**src/logic/adc_status_cal_regs.vh**
```
// Register addresses, field positions and reset values of the converter status and calibration registers.
`ifndef ADC_STATUS_CAL_REGS_VH
`define ADC_STATUS_CAL_REGS_VH
// ==========================================================
// Addresses
`define ADDR_STATUS      8'hE8
`define ADDR_OFFSET_HIGH 8'hBC
`define ADDR_OFFSET_MID  8'hBB
`define ADDR_OFFSET_LOW  8'hBA
`define ADDR_GAIN_HIGH   8'hAD
`define ADDR_GAIN_MID    8'hAC
// ==========================================================
// Status fields
`define BIT_BUSY      7
`define BIT_CAL_BUSY  6
`define BIT_DONE      5
`define BIT_MAIN_CLIP 4
`define BIT_FAST_CLIP 3
`define BIT_CAL_DONE  2
`define BIT_ERROR     1
`define BIT_OVERRUN   0
// ==========================================================
// Calibration load selects
`define SEL_OFFSET_HIGH 3'h0
`define SEL_OFFSET_MID  3'h1
`define SEL_OFFSET_LOW  3'h2
`define SEL_GAIN_HIGH   3'h3
`define SEL_GAIN_MID    3'h4
// ==========================================================
// Reset values
`define RESET_BYTE      8'h00
`define RESET_GAIN_HIGH 8'h80
`endif

```
**src/logic/adc_status_cal_regs.v**
```verilog
// Converter status register and calibration byte registers on the special-function register bus.
`timescale 1ns/1ps
`include "adc_status_cal_regs.vh"
module adc_status_cal_regs #(
  parameter [7:0] GAIN_HIGH_RESET = `RESET_GAIN_HIGH
) (
  // ==========================================================
  // Clock and reset
  input  wire       mclk,
  input  wire       srst,
  // ==========================================================
  // Register bus
  input  wire [7:0] sfrAddr,
  input  wire       sfrWrite,
  input  wire [7:0] sfrWriteData,
  input  wire       bitWrite,
  input  wire [2:0] bitIndex,
  input  wire       bitValue,
  input  wire       sfrRead,
  output reg  [7:0] sfrReadData,
  output reg        sfrReadHit,
  // ==========================================================
  // Converter status inputs
  input  wire       convBusy,
  input  wire       calBusy,
  input  wire       convDoneEvent,
  input  wire       mainClipEvent,
  input  wire       fastClipEvent,
  input  wire       calDoneEvent,
  input  wire       errorEvent,
  input  wire       overrunEvent,
  // ==========================================================
  // Calibration engine
  input  wire       calLoad,
  input  wire [2:0] calLoadSel,
  input  wire [7:0] calLoadData,
  // ==========================================================
  // Calibration values
  output reg  [23:0] offset_cal_value,
  output reg  [15:8] gain_cal_value
);
  // ==========================================================
  // Decode helpers
  // One address compare serves the status and calibration-byte write decodes alike.
  function addrHit;
    input [7:0] addr;
    input [7:0] target;
    begin
      addrHit = (addr == target);
    end
  endfunction

  // Calibration loads take priority over a same-cycle software write.
  // The engine owns the value while it runs, so its result must not be lost.
  function [7:0] nextByte;
    input [7:0] cur;
    input [7:0] target;
    input [2:0] sel;
    input       wrEn;
    input [7:0] wrAddr;
    input [7:0] wrData;
    input       ldEn;
    input [2:0] ldSel;
    input [7:0] ldData;
    begin
      nextByte = cur;
      if (wrEn && addrHit(wrAddr, target)) begin
        nextByte = wrData;
      end
      if (ldEn && (ldSel == sel)) begin
        nextByte = ldData;
      end
    end
  endfunction

  // Unmapped addresses read as zero.
  function [7:0] readMux;
    input [7:0]  addr;
    input [7:0]  status;
    input [23:0] offset;
    input [7:0]  gainHigh;
    input [7:0]  gainMid;
    begin
      case (addr)
        `ADDR_STATUS: begin
          readMux = status;
        end
        `ADDR_OFFSET_HIGH: begin
          readMux = offset[23:16];
        end
        `ADDR_OFFSET_MID: begin
          readMux = offset[15:8];
        end
        `ADDR_OFFSET_LOW: begin
          readMux = offset[7:0];
        end
        `ADDR_GAIN_HIGH: begin
          readMux = gainHigh;
        end
        `ADDR_GAIN_MID: begin
          readMux = gainMid;
        end
        default: begin
          readMux = `RESET_BYTE;
        end
      endcase
    end
  endfunction

  // ==========================================================
  // Status register
  // The busy bits are read-only views; the other six are sticky and software-writable.
  // Hardware set wins over a software clear in the same cycle, so no event is lost.
  reg  [7:0] converter_status;
  reg  [7:0] events;
  reg  [7:0] swValue;
  reg  [7:0] next_status;
  wire       hitStatus;

  assign hitStatus = addrHit(sfrAddr, `ADDR_STATUS);

  always @* begin
    events                 = `RESET_BYTE;
    events[`BIT_DONE]      = convDoneEvent;
    events[`BIT_MAIN_CLIP] = mainClipEvent;
    events[`BIT_FAST_CLIP] = fastClipEvent;
    events[`BIT_CAL_DONE]  = calDoneEvent;
    events[`BIT_ERROR]     = errorEvent;
    events[`BIT_OVERRUN]   = overrunEvent;
  end

  always @* begin
    swValue = converter_status;
    if (hitStatus && sfrWrite) begin
      swValue = sfrWriteData;
    end else if (hitStatus && bitWrite) begin
      swValue[bitIndex] = bitValue;
    end
  end

  always @* begin
    next_status                = swValue | events;
    next_status[`BIT_BUSY]     = convBusy;
    next_status[`BIT_CAL_BUSY] = calBusy;
  end

  always @(posedge mclk) begin
    if (srst) begin
      converter_status <= `RESET_BYTE;
    end else begin
      converter_status <= next_status;
    end
  end

  // ==========================================================
  // Calibration bytes
  // Each byte reads back exactly what was last written or loaded.
  reg  [7:0] gain_cal_high_byte;
  reg  [7:0] next_offsetHigh;
  reg  [7:0] next_offsetMid;
  reg  [7:0] next_offsetLow;
  reg  [7:0] next_gainHigh;
  reg  [7:0] next_gainMid;

  always @* begin
    next_offsetHigh = nextByte(offset_cal_value[23:16], `ADDR_OFFSET_HIGH, `SEL_OFFSET_HIGH,
                               sfrWrite, sfrAddr, sfrWriteData, calLoad, calLoadSel, calLoadData);
    next_offsetMid  = nextByte(offset_cal_value[15:8], `ADDR_OFFSET_MID, `SEL_OFFSET_MID,
                               sfrWrite, sfrAddr, sfrWriteData, calLoad, calLoadSel, calLoadData);
    next_offsetLow  = nextByte(offset_cal_value[7:0], `ADDR_OFFSET_LOW, `SEL_OFFSET_LOW,
                               sfrWrite, sfrAddr, sfrWriteData, calLoad, calLoadSel, calLoadData);
    next_gainHigh   = nextByte(gain_cal_high_byte, `ADDR_GAIN_HIGH, `SEL_GAIN_HIGH,
                               sfrWrite, sfrAddr, sfrWriteData, calLoad, calLoadSel, calLoadData);
    next_gainMid    = nextByte(gain_cal_value, `ADDR_GAIN_MID, `SEL_GAIN_MID,
                               sfrWrite, sfrAddr, sfrWriteData, calLoad, calLoadSel, calLoadData);
  end

  always @(posedge mclk) begin
    if (srst) begin
      offset_cal_value <= {3{`RESET_BYTE}};
    end else begin
      offset_cal_value <= {next_offsetHigh, next_offsetMid, next_offsetLow};
    end
  end

  // The high gain byte comes out of reset at a part-dependent value, so it is a parameter.
  always @(posedge mclk) begin
    if (srst) begin
      gain_cal_high_byte <= GAIN_HIGH_RESET;
    end else begin
      gain_cal_high_byte <= next_gainHigh;
    end
  end

  always @(posedge mclk) begin
    if (srst) begin
      gain_cal_value <= `RESET_BYTE;
    end else begin
      gain_cal_value <= next_gainMid;
    end
  end

  // ==========================================================
  // Read path
  // Registered and free of side effects, so a read never disturbs a flag or a calibration byte.
  reg  [7:0] next_readData;

  always @* begin
    next_readData = `RESET_BYTE;
    if (sfrRead) begin
      next_readData = readMux(sfrAddr, converter_status, offset_cal_value,
                              gain_cal_high_byte, gain_cal_value);
    end
  end

  always @(posedge mclk) begin
    if (srst) begin
      sfrReadData <= `RESET_BYTE;
      sfrReadHit  <= 1'b0;
    end else begin
      sfrReadData <= next_readData;
      sfrReadHit  <= sfrRead;
    end
  end
endmodule

```
**config.mk**
```make
export PLATFORM = sky130hd
export DESIGN_NAME = adc_status_cal_regs
export DESIGN_NICKNAME = d
export VERILOG_FILES = /design/src/logic/adc_status_cal_regs.v
export VERILOG_INCLUDE_DIRS = /design/src /design/src/logic
export SDC_FILE = /design/constraint.sdc
export NUM_CORES = 1
export LEC_CHECK = 0
export ABC_CLOCK_PERIOD_IN_PS = 2200
export BUFFER_PORTS_ARGS = -buffer_cell sky130_fd_sc_hd__buf_2
export CAP_MARGIN = 25
export CORE_ASPECT_RATIO = 0.8
export CORE_MARGIN = 1.5
export CORE_UTILIZATION = 49
export CTS_CLUSTER_SIZE = 16
export DETAILED_ROUTE_END_ITERATION = 16
export HOLD_SLACK_MARGIN = 0.15
export PLACE_DENSITY = 0.71
export SYNTH_ARGS = -nofsm -noshare
export SYNTH_HDL_FRONTEND = slang
export SYNTH_SLANG_ARGS = --single-unit
```
**constraint.sdc**
```tcl
create_clock -name mclk -period 2.2 [get_ports mclk]
set_input_delay 0.11 -clock mclk [delete_from_list [all_inputs] [get_ports mclk]]
set_output_delay 0.11 -clock mclk [all_outputs]
set_load 0.02 [all_outputs]
```
==> results of run 1 <==
timing repair:
item	in CTS	in global routing
hold buffers	32	0
buffers inserted	0	0
setup endpoints to repair	0	0
hold endpoints to repair	24	0
power by group:
part	switching, mW	leakage, nW	internal [mW]	total (mW)
clock	0.446	0.119	0.787	1.23
combinational	0.227	1.23	0.174	0.401
sequential	0.0312	0.465	1.07	1.10
cell usage in the layout, fill, tap and decap left out, types with 2 or more instances in the layout:
| cell | instances |
|---|---|
| a32o_1 | 3 |
| dlygate4sd3_1 | 32 |
| nor4bb_1 | 3 |
| buf_4 | 15 |
| o31ai_2 | 2 |
| bufinv_16 | 3 |
| mux2_2 | 7 |
| nand3_1 | 5 |
| a311oi_2 | 2 |
| a2111oi_0 | 2 |
| nor3_1 | 3 |
| nand2_1 | 39 |
| inv_1 | 5 |
| and2_1 | 6 |
| or4b_2 | 2 |
| a32oi_1 | 5 |
| clkbuf_8 | 10 |
| nand3b_1 | 15 |
| o21ai_0 | 6 |
| a311oi_1 | 14 |
| and4b_1 | 2 |
| a22o_1 | 4 |
| a211oi_1 | 23 |
| nand4b_1 | 2 |
| nand4bb_1 | 2 |
| buf_2 | 85 |
| clkinvlp_4 | 2 |
| nor3b_1 | 5 |
| mux2i_1 | 33 |
| nor2b_1 | 5 |
| dfxtp_1 | 57 |
| a21oi_1 | 22 |
| nor2_1 | 43 |
| o32ai_1 | 3 |
worst paths after layout:
path | endpoint | slack [ns] | depth (start not counted)
max reg2reg | offset_cal_value[12] | 0.81 | 3
min | sfrReadHit | 0.21 | 3
max | gain_cal_value[9] | 0.19 | 7
min reg2reg | gain_cal_high_byte[1] | 0.50 | 2
through the flow:
stage / utilization / setup WS [ns] / cell area (sq um) / power [mW]
floorplan: - / 0.445 / 3180 / 1.33
global placement: 0.580 / 0.255 / 3680 / 1.47
detailed placement: 0.580 / 0.190 / 3680 / 1.48
CTS: 0.671 / 0.244 / 4250 / 2.74
global route: 0.672 / 0.0953 / 4260 / 2.83
finish: 0.672 / 0.194 / 4260 / 2.74
kinds of logic after synthesis:
kind of cell / Yosys count / synth area share
AND/OR/NAND/NOR: 140 / 0.234
AO/OA/AOI/OAI: 93 / 0.229
flip-flops: 57 / 0.359
multiplexers: 40 / 0.129
buffers and inverters: 33 / 0.0496
layout make-up:
cell class | instances | area (sq um) | area share
repair buffers | 132 | 858 | 0.201
well taps | 84 | 105 | 0.0247
flip-flops and latches | 57 | 1140 | 0.268
inverters | 5 | 18.8 | 0.00440
multi-input cells | 273 | 1890 | 0.443
clock buffers | 10 | 138 | 0.0323
clock inverters | 6 | 114 | 0.0267
state kept, by name, indices dropped and copies added (netlist names):
name / flops
sfrReadHit: 1
sfrReadData: 8
offset_cal_value: 24
gain_cal_high_byte: 8
converter_status: 8
gain_cal_value: 8
worst max-delay path, stage by stage:
cell,delay (ns)
buf_2,0.18
or4b_4,0.63
o41ai_4,0.21
buf_4,0.26
nor2_1,0.07
a311oi_1,0.24
dlygate4sd3_1,0.57
layer usage:
layer | track usage | share of wire
met2 | 0.481 | 0.45
met4 | 0.0690 | 0.0090
met3 | 0.0737 | 0.097
met5 | 0 | 0
met1 | 0.400 | 0.44
==> flow_metrics.env, run 1 <==
export IMPL_drv_cap=0
export IMPL_rows=26
export IMPL_fin_cells=567
export IMPL_dr_pass1_iters=5
export IMPL_placed_cells=518
export IMPL_r2r_start="offset_cal_value[12]"
export IMPL_numCtsBuffers=9
export IMPL_slew_headroom=0.542
export IMPL_synthCells=363
export IMPL_synth_edf_count=0
export IMPL_grt_first_pass_wirelength_um=15600
export IMPL_wl_per_cell_um=17.8
export IMPL_finalCritPeriodShare=0.912
export IMPL_hold_path_class="input port to register"
export IMPL_hold_viol=0
export IMPL_min_from="sfrRead"
export IMPL_yosys_top_cells_area="dfxtp_1 36%, mux2i_1 10%, a211oi_1 5.4%, nor2_1 5.1%, nand2_1 4.6%"
export IMPL_die_y_um=75.0
export IMPL_required_ns=2.48
export IMPL_num_antenna_cells=0
export IMPL_synth_nets=408
export IMPL_dpl_hpwl_um=7100
export IMPL_max_freq_mhz=498
export IMPL_clockBufferDepth=2
export IMPL_ctsRootBufferMaster="clkbuf_8"
export IMPL_syn_area_sq_mm=0.00318
export IMPL_worst_pin_slew_ns=0.682
export IMPL_clk_pin_slew_ns=0.07
export IMPL_post_synth_top_count_cell="dfxtp_1"
export IMPL_path_class="input port to register"
export IMPL_p_leak_nw=1.81
export IMPL_drive_gt1_frac=0.282
export IMPL_critPathMaxFanout=16
export IMPL_via_per_inst=5.87
export IMPL_routed_wirelength_um=10100
export IMPL_cts_sinks=57
export IMPL_yosysTopAreaCell="dfxtp_1"
export IMPL_drc=0
export IMPL_grt_max_degree=31
export IMPL_core_area_sq_mm=0.00634
export IMPL_area_growth_pct=34.0
export IMPL_status="complete, no violations"
export IMPL_ys_ff_latch=57
export IMPL_rsz0062_at_grt="false"
export IMPL_drtIter0Drc=269
export IMPL_numPortBuffers=85
export IMPL_nFillCells=539
export IMPL_synth_seq_area_share=0.359
export IMPL_end_kind="register"
export IMPL_vias=3327
export IMPL_grt_ovfl_total=0
export IMPL_ys_types=47
export IMPL_final_setup_tns_ns=0
export IMPL_syn_avg_cell_area_sq_um=8.76
export IMPL_finalSetupViolCount=0
export IMPL_timing_hold_ws_ns=0.214
export IMPL_critPathLaunch="sfrAddr[1]"
export IMPL_nets=523
export IMPL_arrival_ns=2.29
export IMPL_slew_viol_final=0
export IMPL_antenna_found_initial=0
export IMPL_synth_top_cell_area_share=0.359
export IMPL_grtUsageTotal=0.296
export IMPL_dieWidth_um=93.1
export IMPL_ir_drop_v=0.000379
export IMPL_gp_congestion=0.880
export IMPL_crit_path_start_kind="input port"
export IMPL_fin_skew_ns=0.00879
export IMPL_fin_crit_ns=2.01
export IMPL_grt_pass1_vias=2976
export IMPL_ys_flop_type="dfxtp_1"
export IMPL_final_antenna_net_count=0
export IMPL_powerDensity_mw_per_mm2=642
export IMPL_dieArea_sq_mm=0.00698
export IMPL_synthTopCellsByCount="57 x dfxtp_1, 43 x nor2_1, 39 x nand2_1"
export IMPL_yosysWarnings=0
export IMPL_cts_resized=0
export IMPL_clk_latency_ns=0.34
export IMPL_initial_utilization=0.501
export IMPL_ioPinCount=86
export IMPL_cts_tree="built"
export IMPL_async_flop_share=0
export IMPL_h_tree_depth=3
Power figures use the tool's default switching activity.
==> run 2: changes to the inputs <==
Settings changed: CORE_MARGIN 1.5 to 2.
==> flow_metrics.env, run 2 (synthesized netlist as in run 1, its figures left out) <==
export IMPL_p_int_mw=1.81
export IMPL_initial_utilization=0.501
export IMPL_numCtsBuffers=9
export IMPL_hold_path_class="input port to register"
export IMPL_layout_common_cells="85 x buf_2, 57 x dfxtp_1, 43 x nor2_1"
export IMPL_num_antenna_cells=0
export IMPL_r2r_end="converter_status[4]"
export IMPL_r2r_start="converter_status[4]"
export IMPL_swShare=0.274
export IMPL_antenna_found_initial=0
export IMPL_grt_pass1_vias=3105
export IMPL_numPortBuffers=85
export IMPL_grt_max_degree=42
export IMPL_grt_first_pass_wirelength_um=16100
export IMPL_ir_drop_v=0.000271
export IMPL_cts_sinks=57
export IMPL_clk_latency_ns=0.34
export IMPL_p_leak_nw=1.83
export IMPL_hold_viol=0
export IMPL_holdPathStages=3
export IMPL_gp_congestion=0.886
export IMPL_fin_skew_ns=0.00236
export IMPL_end_kind="register"
export IMPL_critPathLaunch="sfrAddr[1]"
export IMPL_crit_path_start_kind="input port"
export IMPL_clkPwrFrac=0.390
export IMPL_dpl_hpwl_um=7010
export IMPL_vias=3431
export IMPL_finalCritPeriodShare=0.934
export IMPL_reg2regPathDepth=5
export IMPL_fin_crit_ns=2.06
export IMPL_crit_chain="buf_2 -> or4b_2 -> nor3_2 -> o21ai_0 -> a21oi_1 -> dlygate4sd3_1"
export IMPL_clk_pin_slew_ns=0.06
export IMPL_seqPwrFrac=0.443
export IMPL_max_freq_mhz=487
export IMPL_r2r_slack_ns=0.68
export IMPL_wl_per_cell_um=18.0
export IMPL_slowest_stage="or4b_2"
export IMPL_grtUsageTotal=0.291
export IMPL_use_met1=0.404
export IMPL_grt_ovfl_total=0
export IMPL_rsz0062_at_grt="false"
export IMPL_final_antenna_net_count=0
export IMPL_rows=26
export IMPL_grt_use_met2=0.437
export IMPL_slew_headroom=0.616
export IMPL_critPathCapture="converter_status[0]"
export IMPL_drc=0
export IMPL_critPathMaxFanout=14
export IMPL_drtIter0Drc=359
export IMPL_cts_tree="built"
export IMPL_timing_hold_ws_ns=0.225
export IMPL_drive_gt1_frac=0.271
export IMPL_h_tree_depth=3
export IMPL_dieWidth_um=94.1
export IMPL_crit_path_max_incr_delay_ns=0.75
export IMPL_grtUsageMet3=0.0831
export IMPL_finalSetupViolCount=0
export IMPL_nets=530
export IMPL_dieArea_sq_mm=0.00715
export IMPL_ioPinCount=86
export IMPL_layout_commonest_cell="buf_2"
export IMPL_fin_cells=574
export IMPL_slew_viol_final=0
export IMPL_required_ns=2.48
export IMPL_worst_pin_slew_ns=0.572
export IMPL_final_setup_tns_ns=0
export IMPL_drv_cap=0
export IMPL_arrival_ns=2.34
export IMPL_via_per_inst=5.98
export IMPL_power_switching_uw=681
export IMPL_power_frac_comb=0.167
export IMPL_ctsRootBufferMaster="clkbuf_8"
export IMPL_dr_pass1_iters=6
export IMPL_top_usage_layer="met2"
export IMPL_largest_reg_flops=24
export IMPL_area_growth_pct=34.5
export IMPL_top_register="offset_cal_value"
export IMPL_die_y_um=76.0
export IMPL_routed_wirelength_um=10300
export IMPL_path_class="input port to register"
export IMPL_status="complete, no violations"
export IMPL_core_area_sq_mm=0.00634
export IMPL_powerDensity_mw_per_mm2=581
export IMPL_placed_cells=517
export IMPL_clockBufferDepth=2
[run 2: cell count changes in the layout (fill, tap and decap cells not counted), sizes merged]
cell         delta
dlygate4sd3     +8
clkbuf          +3
bufinv          -2
clkinv          +2
clkinvlp        -2
buf             -1
inv             -1
[run 2: worst min-delay path by stage]
stage	startpoint	end
finish	sfrRead	sfrReadHit
global route	sfrRead	sfrReadHit
CTS	sfrRead	sfrReadHit
detailed placement	convBusy	converter_status[7]
global placement	calBusy	converter_status[6]
floorplan	calBusy	converter_status[6]
[run 2: layer usage]
| metal | vias up | wire, um |
|---|---|---|
| met5 | - | 0 |
| met4 | 0 | 189 |
| met3 | 22 | 1100 |
| met2 | 203 | 4490 |
| met1 | 1596 | 4550 |
| li1 | 1610 | - |
[run 2: power by group through the flow]
| stage | clock (mW) | sequential [mW] | combinational, mW |
|---|---|---|---|
| 2_1_floorplan | 0 | 1.14 | 0.188 |
| 3_3_place_gp | 0 | 1.12 | 0.345 |
| 3_5_place_dp | 0 | 1.12 | 0.351 |
| 4_1_cts | 0.981 | 1.10 | 0.405 |
| 5_1_grt | 1.03 | 1.10 | 0.446 |
| 6_report | 0.970 | 1.10 | 0.415 |
[run 2: through the flow]
stage / utilization / cell area [sq um] / setup WS, ns / power, mW
final: 0.674 / 4280 / 0.145 / 2.49
after global routing: 0.674 / 4280 / 0.0725 / 2.58
after CTS: 0.672 / 4260 / 0.0566 / 2.49
after detailed placement: 0.579 / 3670 / 0.223 / 1.47
after global placement: 0.579 / 3670 / 0.311 / 1.47
after floorplan: - / 3180 / 0.445 / 1.33
[run 2: what timing repair did]
item	in CTS	in global routing
setup buffers	0	0
gates resized for setup	0	1
hold buffers	40	0
hold endpoints to repair	28	0
setup endpoints to repair	0	6
[run 2: cell type report]
class / count / area, sq um
Clock inverter: 3 / 40.0
Tap cell: 84 / 105
Timing Repair Buffer: 139 / 931
Fill cell: 542 / 2070
Multi-Input combinational cell: 273 / 1890
Clock buffer: 13 / 149
Sequential cell: 57 / 1140
Inverter: 5 / 18.8
[run 2: worst max-delay path, delay by kind of cell]
family	cells	cell delay [ns]
compound gates	2	0.35
buf+inv	2	0.75
simple gates	2	1.12
==> run 3: changes to the inputs <==
Settings changed: MAX_ROUTING_LAYER set to met4, RECOVER_POWER set to 50.
==> flow_metrics.env, run 3 (synthesized netlist as in run 1, its figures left out) <==
export IMPL_status="complete, no violations"
export IMPL_path_class="input port to register"
export IMPL_r2r_start="converter_status[4]"
export IMPL_numCtsBuffers=9
export IMPL_seqPwrFrac=0.458
export IMPL_numPortBuffers=85
export IMPL_power_switching_uw=694
export IMPL_grt_pass1_vias=3172
export IMPL_final_setup_tns_ns=0
export IMPL_dieArea_sq_mm=0.00715
export IMPL_core_area_sq_mm=0.00634
export IMPL_required_ns=2.48
export IMPL_crit_path_start_kind="input port"
export IMPL_antenna_found_initial=0
export IMPL_initial_utilization=0.501
export IMPL_hold_path_class="input port to register"
export IMPL_rows=26
export IMPL_power_frac_comb=0.170
export IMPL_vias=3410
export IMPL_via_per_inst=5.94
export IMPL_end_kind="register"
export IMPL_fin_skew_ns=0.00833
export IMPL_grt_ovfl_total=0
export IMPL_clk_pin_slew_ns=0.06
export IMPL_rsz0062_at_grt="false"
export IMPL_slew_viol_final=0
export IMPL_drtIter0Drc=325
export IMPL_r2r_end="converter_status[4]"
export IMPL_clockBufferDepth=2
export IMPL_dpl_hpwl_um=7020
export IMPL_clk_latency_ns=0.34
export IMPL_cts_tree="built"
export IMPL_drive_gt1_frac=0.192
export IMPL_h_tree_depth=3
export IMPL_swShare=0.289
export IMPL_layout_commonest_cell="dfxtp_1"
export IMPL_grtUsageTotal=0.301
export IMPL_slowest_stage="or4b_4"
export IMPL_min_from="sfrRead"
export IMPL_p_int_mw=1.71
export IMPL_ctsRootBufferMaster="clkbuf_8"
export IMPL_cts_sinks=57
export IMPL_hold_viol=0
export IMPL_clkPwrFrac=0.372
export IMPL_top_register="offset_cal_value"
export IMPL_r2r_slack_ns=0.67
export IMPL_gp_congestion=0.891
export IMPL_routed_wirelength_um=10200
export IMPL_worst_pin_slew_ns=0.507
export IMPL_hold_path_end="sfrReadHit"
export IMPL_drc=0
export IMPL_nets=530
export IMPL_placed_cells=517
export IMPL_finalSetupViolCount=0
export IMPL_crit_chain="buf_2 -> or4b_4 -> o41ai_4 -> buf_4 -> nor2_1 -> a311oi_1 -> dlygate4sd3_1"
export IMPL_finalCritPeriodShare=0.908
export IMPL_largest_reg_flops=24
export IMPL_holdPathStages=3
export IMPL_die_y_um=76.0
export IMPL_ioPinCount=86
export IMPL_reg2regPathDepth=5
export IMPL_grt_first_pass_wirelength_um=16200
export IMPL_crit_path_max_incr_delay_ns=0.63
export IMPL_grt_max_degree=42
export IMPL_dieWidth_um=94.1
export IMPL_dr_pass1_iters=5
export IMPL_arrival_ns=2.28
export IMPL_fin_crit_ns=2.00
export IMPL_fin_cells=574
export IMPL_p_leak_nw=1.64
export IMPL_max_freq_mhz=500
export IMPL_wl_per_cell_um=17.8
export IMPL_slew_headroom=0.653
export IMPL_final_antenna_net_count=0
export IMPL_powerDensity_mw_per_mm2=570
export IMPL_drv_cap=0
export IMPL_layout_common_cells="57 x dfxtp_1, 43 x nor2_1, 43 x buf_2"
export IMPL_ir_drop_v=0.000446
export IMPL_num_antenna_cells=0
export IMPL_critPathMaxFanout=16
export IMPL_area_growth_pct=32.6
[run 3: critical path, delay by kind of cell]
family / cells / cell delay [ns]
AND/OR/NAND/NOR: 2 / 0.69
buffers and inverters: 3 / 1.03
AO/OA/AOI/OAI: 2 / 0.44
[run 3: metrics by stage]
step / area [sq um] / hold WS (ns) / total power, mW / setup WS, ns / util
finish: 4220 / 0.201 / 2.40 / 0.202 / 0.665
global route: 4220 / 0.231 / 2.50 / 0.115 / 0.665
detailed placement: 3670 / 0.330 / 1.47 / 0.192 / 0.579
CTS: 4260 / 0.211 / 2.41 / 0.0703 / 0.671
floorplan: 3180 / 0.238 / 1.33 / 0.445 / -
global placement: 3670 / 0.317 / 1.47 / 0.281 / 0.579
[run 3: metal layers]
metal | track usage | wire length, um | vias to the layer above
li1 | - | - | 1604
met1 | 0.425 | 4570 | 1583
met2 | 0.439 | 4580 | 208
met3 | 0.0653 | 927 | 15
met4 | 0.0739 | 149 | 0
met5 | - | 0 | -
[run 3: layout make-up]
type / count / area (sq um)
Sequential cell: 57 / 1140
Clock buffer: 11 / 151
Clock inverter: 5 / 30.0
Multi-Input combinational cell: 273 / 1890
Fill cell: 581 / 2130
Tap cell: 84 / 105
Timing Repair Buffer: 139 / 878
Inverter: 5 / 18.8
[run 3: power groups by stage]
stage / logic, mW / clock network [mW] / registers [mW]
finish: 0.408 / 0.895 / 1.10
global route: 0.442 / 0.948 / 1.10
CTS: 0.405 / 0.902 / 1.10
detailed placement: 0.352 / 0 / 1.12
global placement: 0.345 / 0 / 1.12
floorplan: 0.188 / 0 / 1.14
[run 3: repair_timing]
item,CTS,global route
hold endpoints to repair,25,0
hold buffers,40,0
setup endpoints to repair,0,5
buffers inserted,0,0
resized for setup,0,1
[run 3: worst max path at each step]
stage,start,end,slack [ns],cells past startpoint
finish,sfrAddr[1],gain_cal_value[12],0.20,7
global route,sfrAddr[2],gain_cal_value[9],0.12,7
CTS,sfrAddr[1],converter_status[3],0.07,6
detailed placement,sfrAddr[1],converter_status[1],0.19,5
global placement,sfrAddr[1],converter_status[0],0.28,5
floorplan,sfrAddr[4],gain_cal_value[14],0.45,7
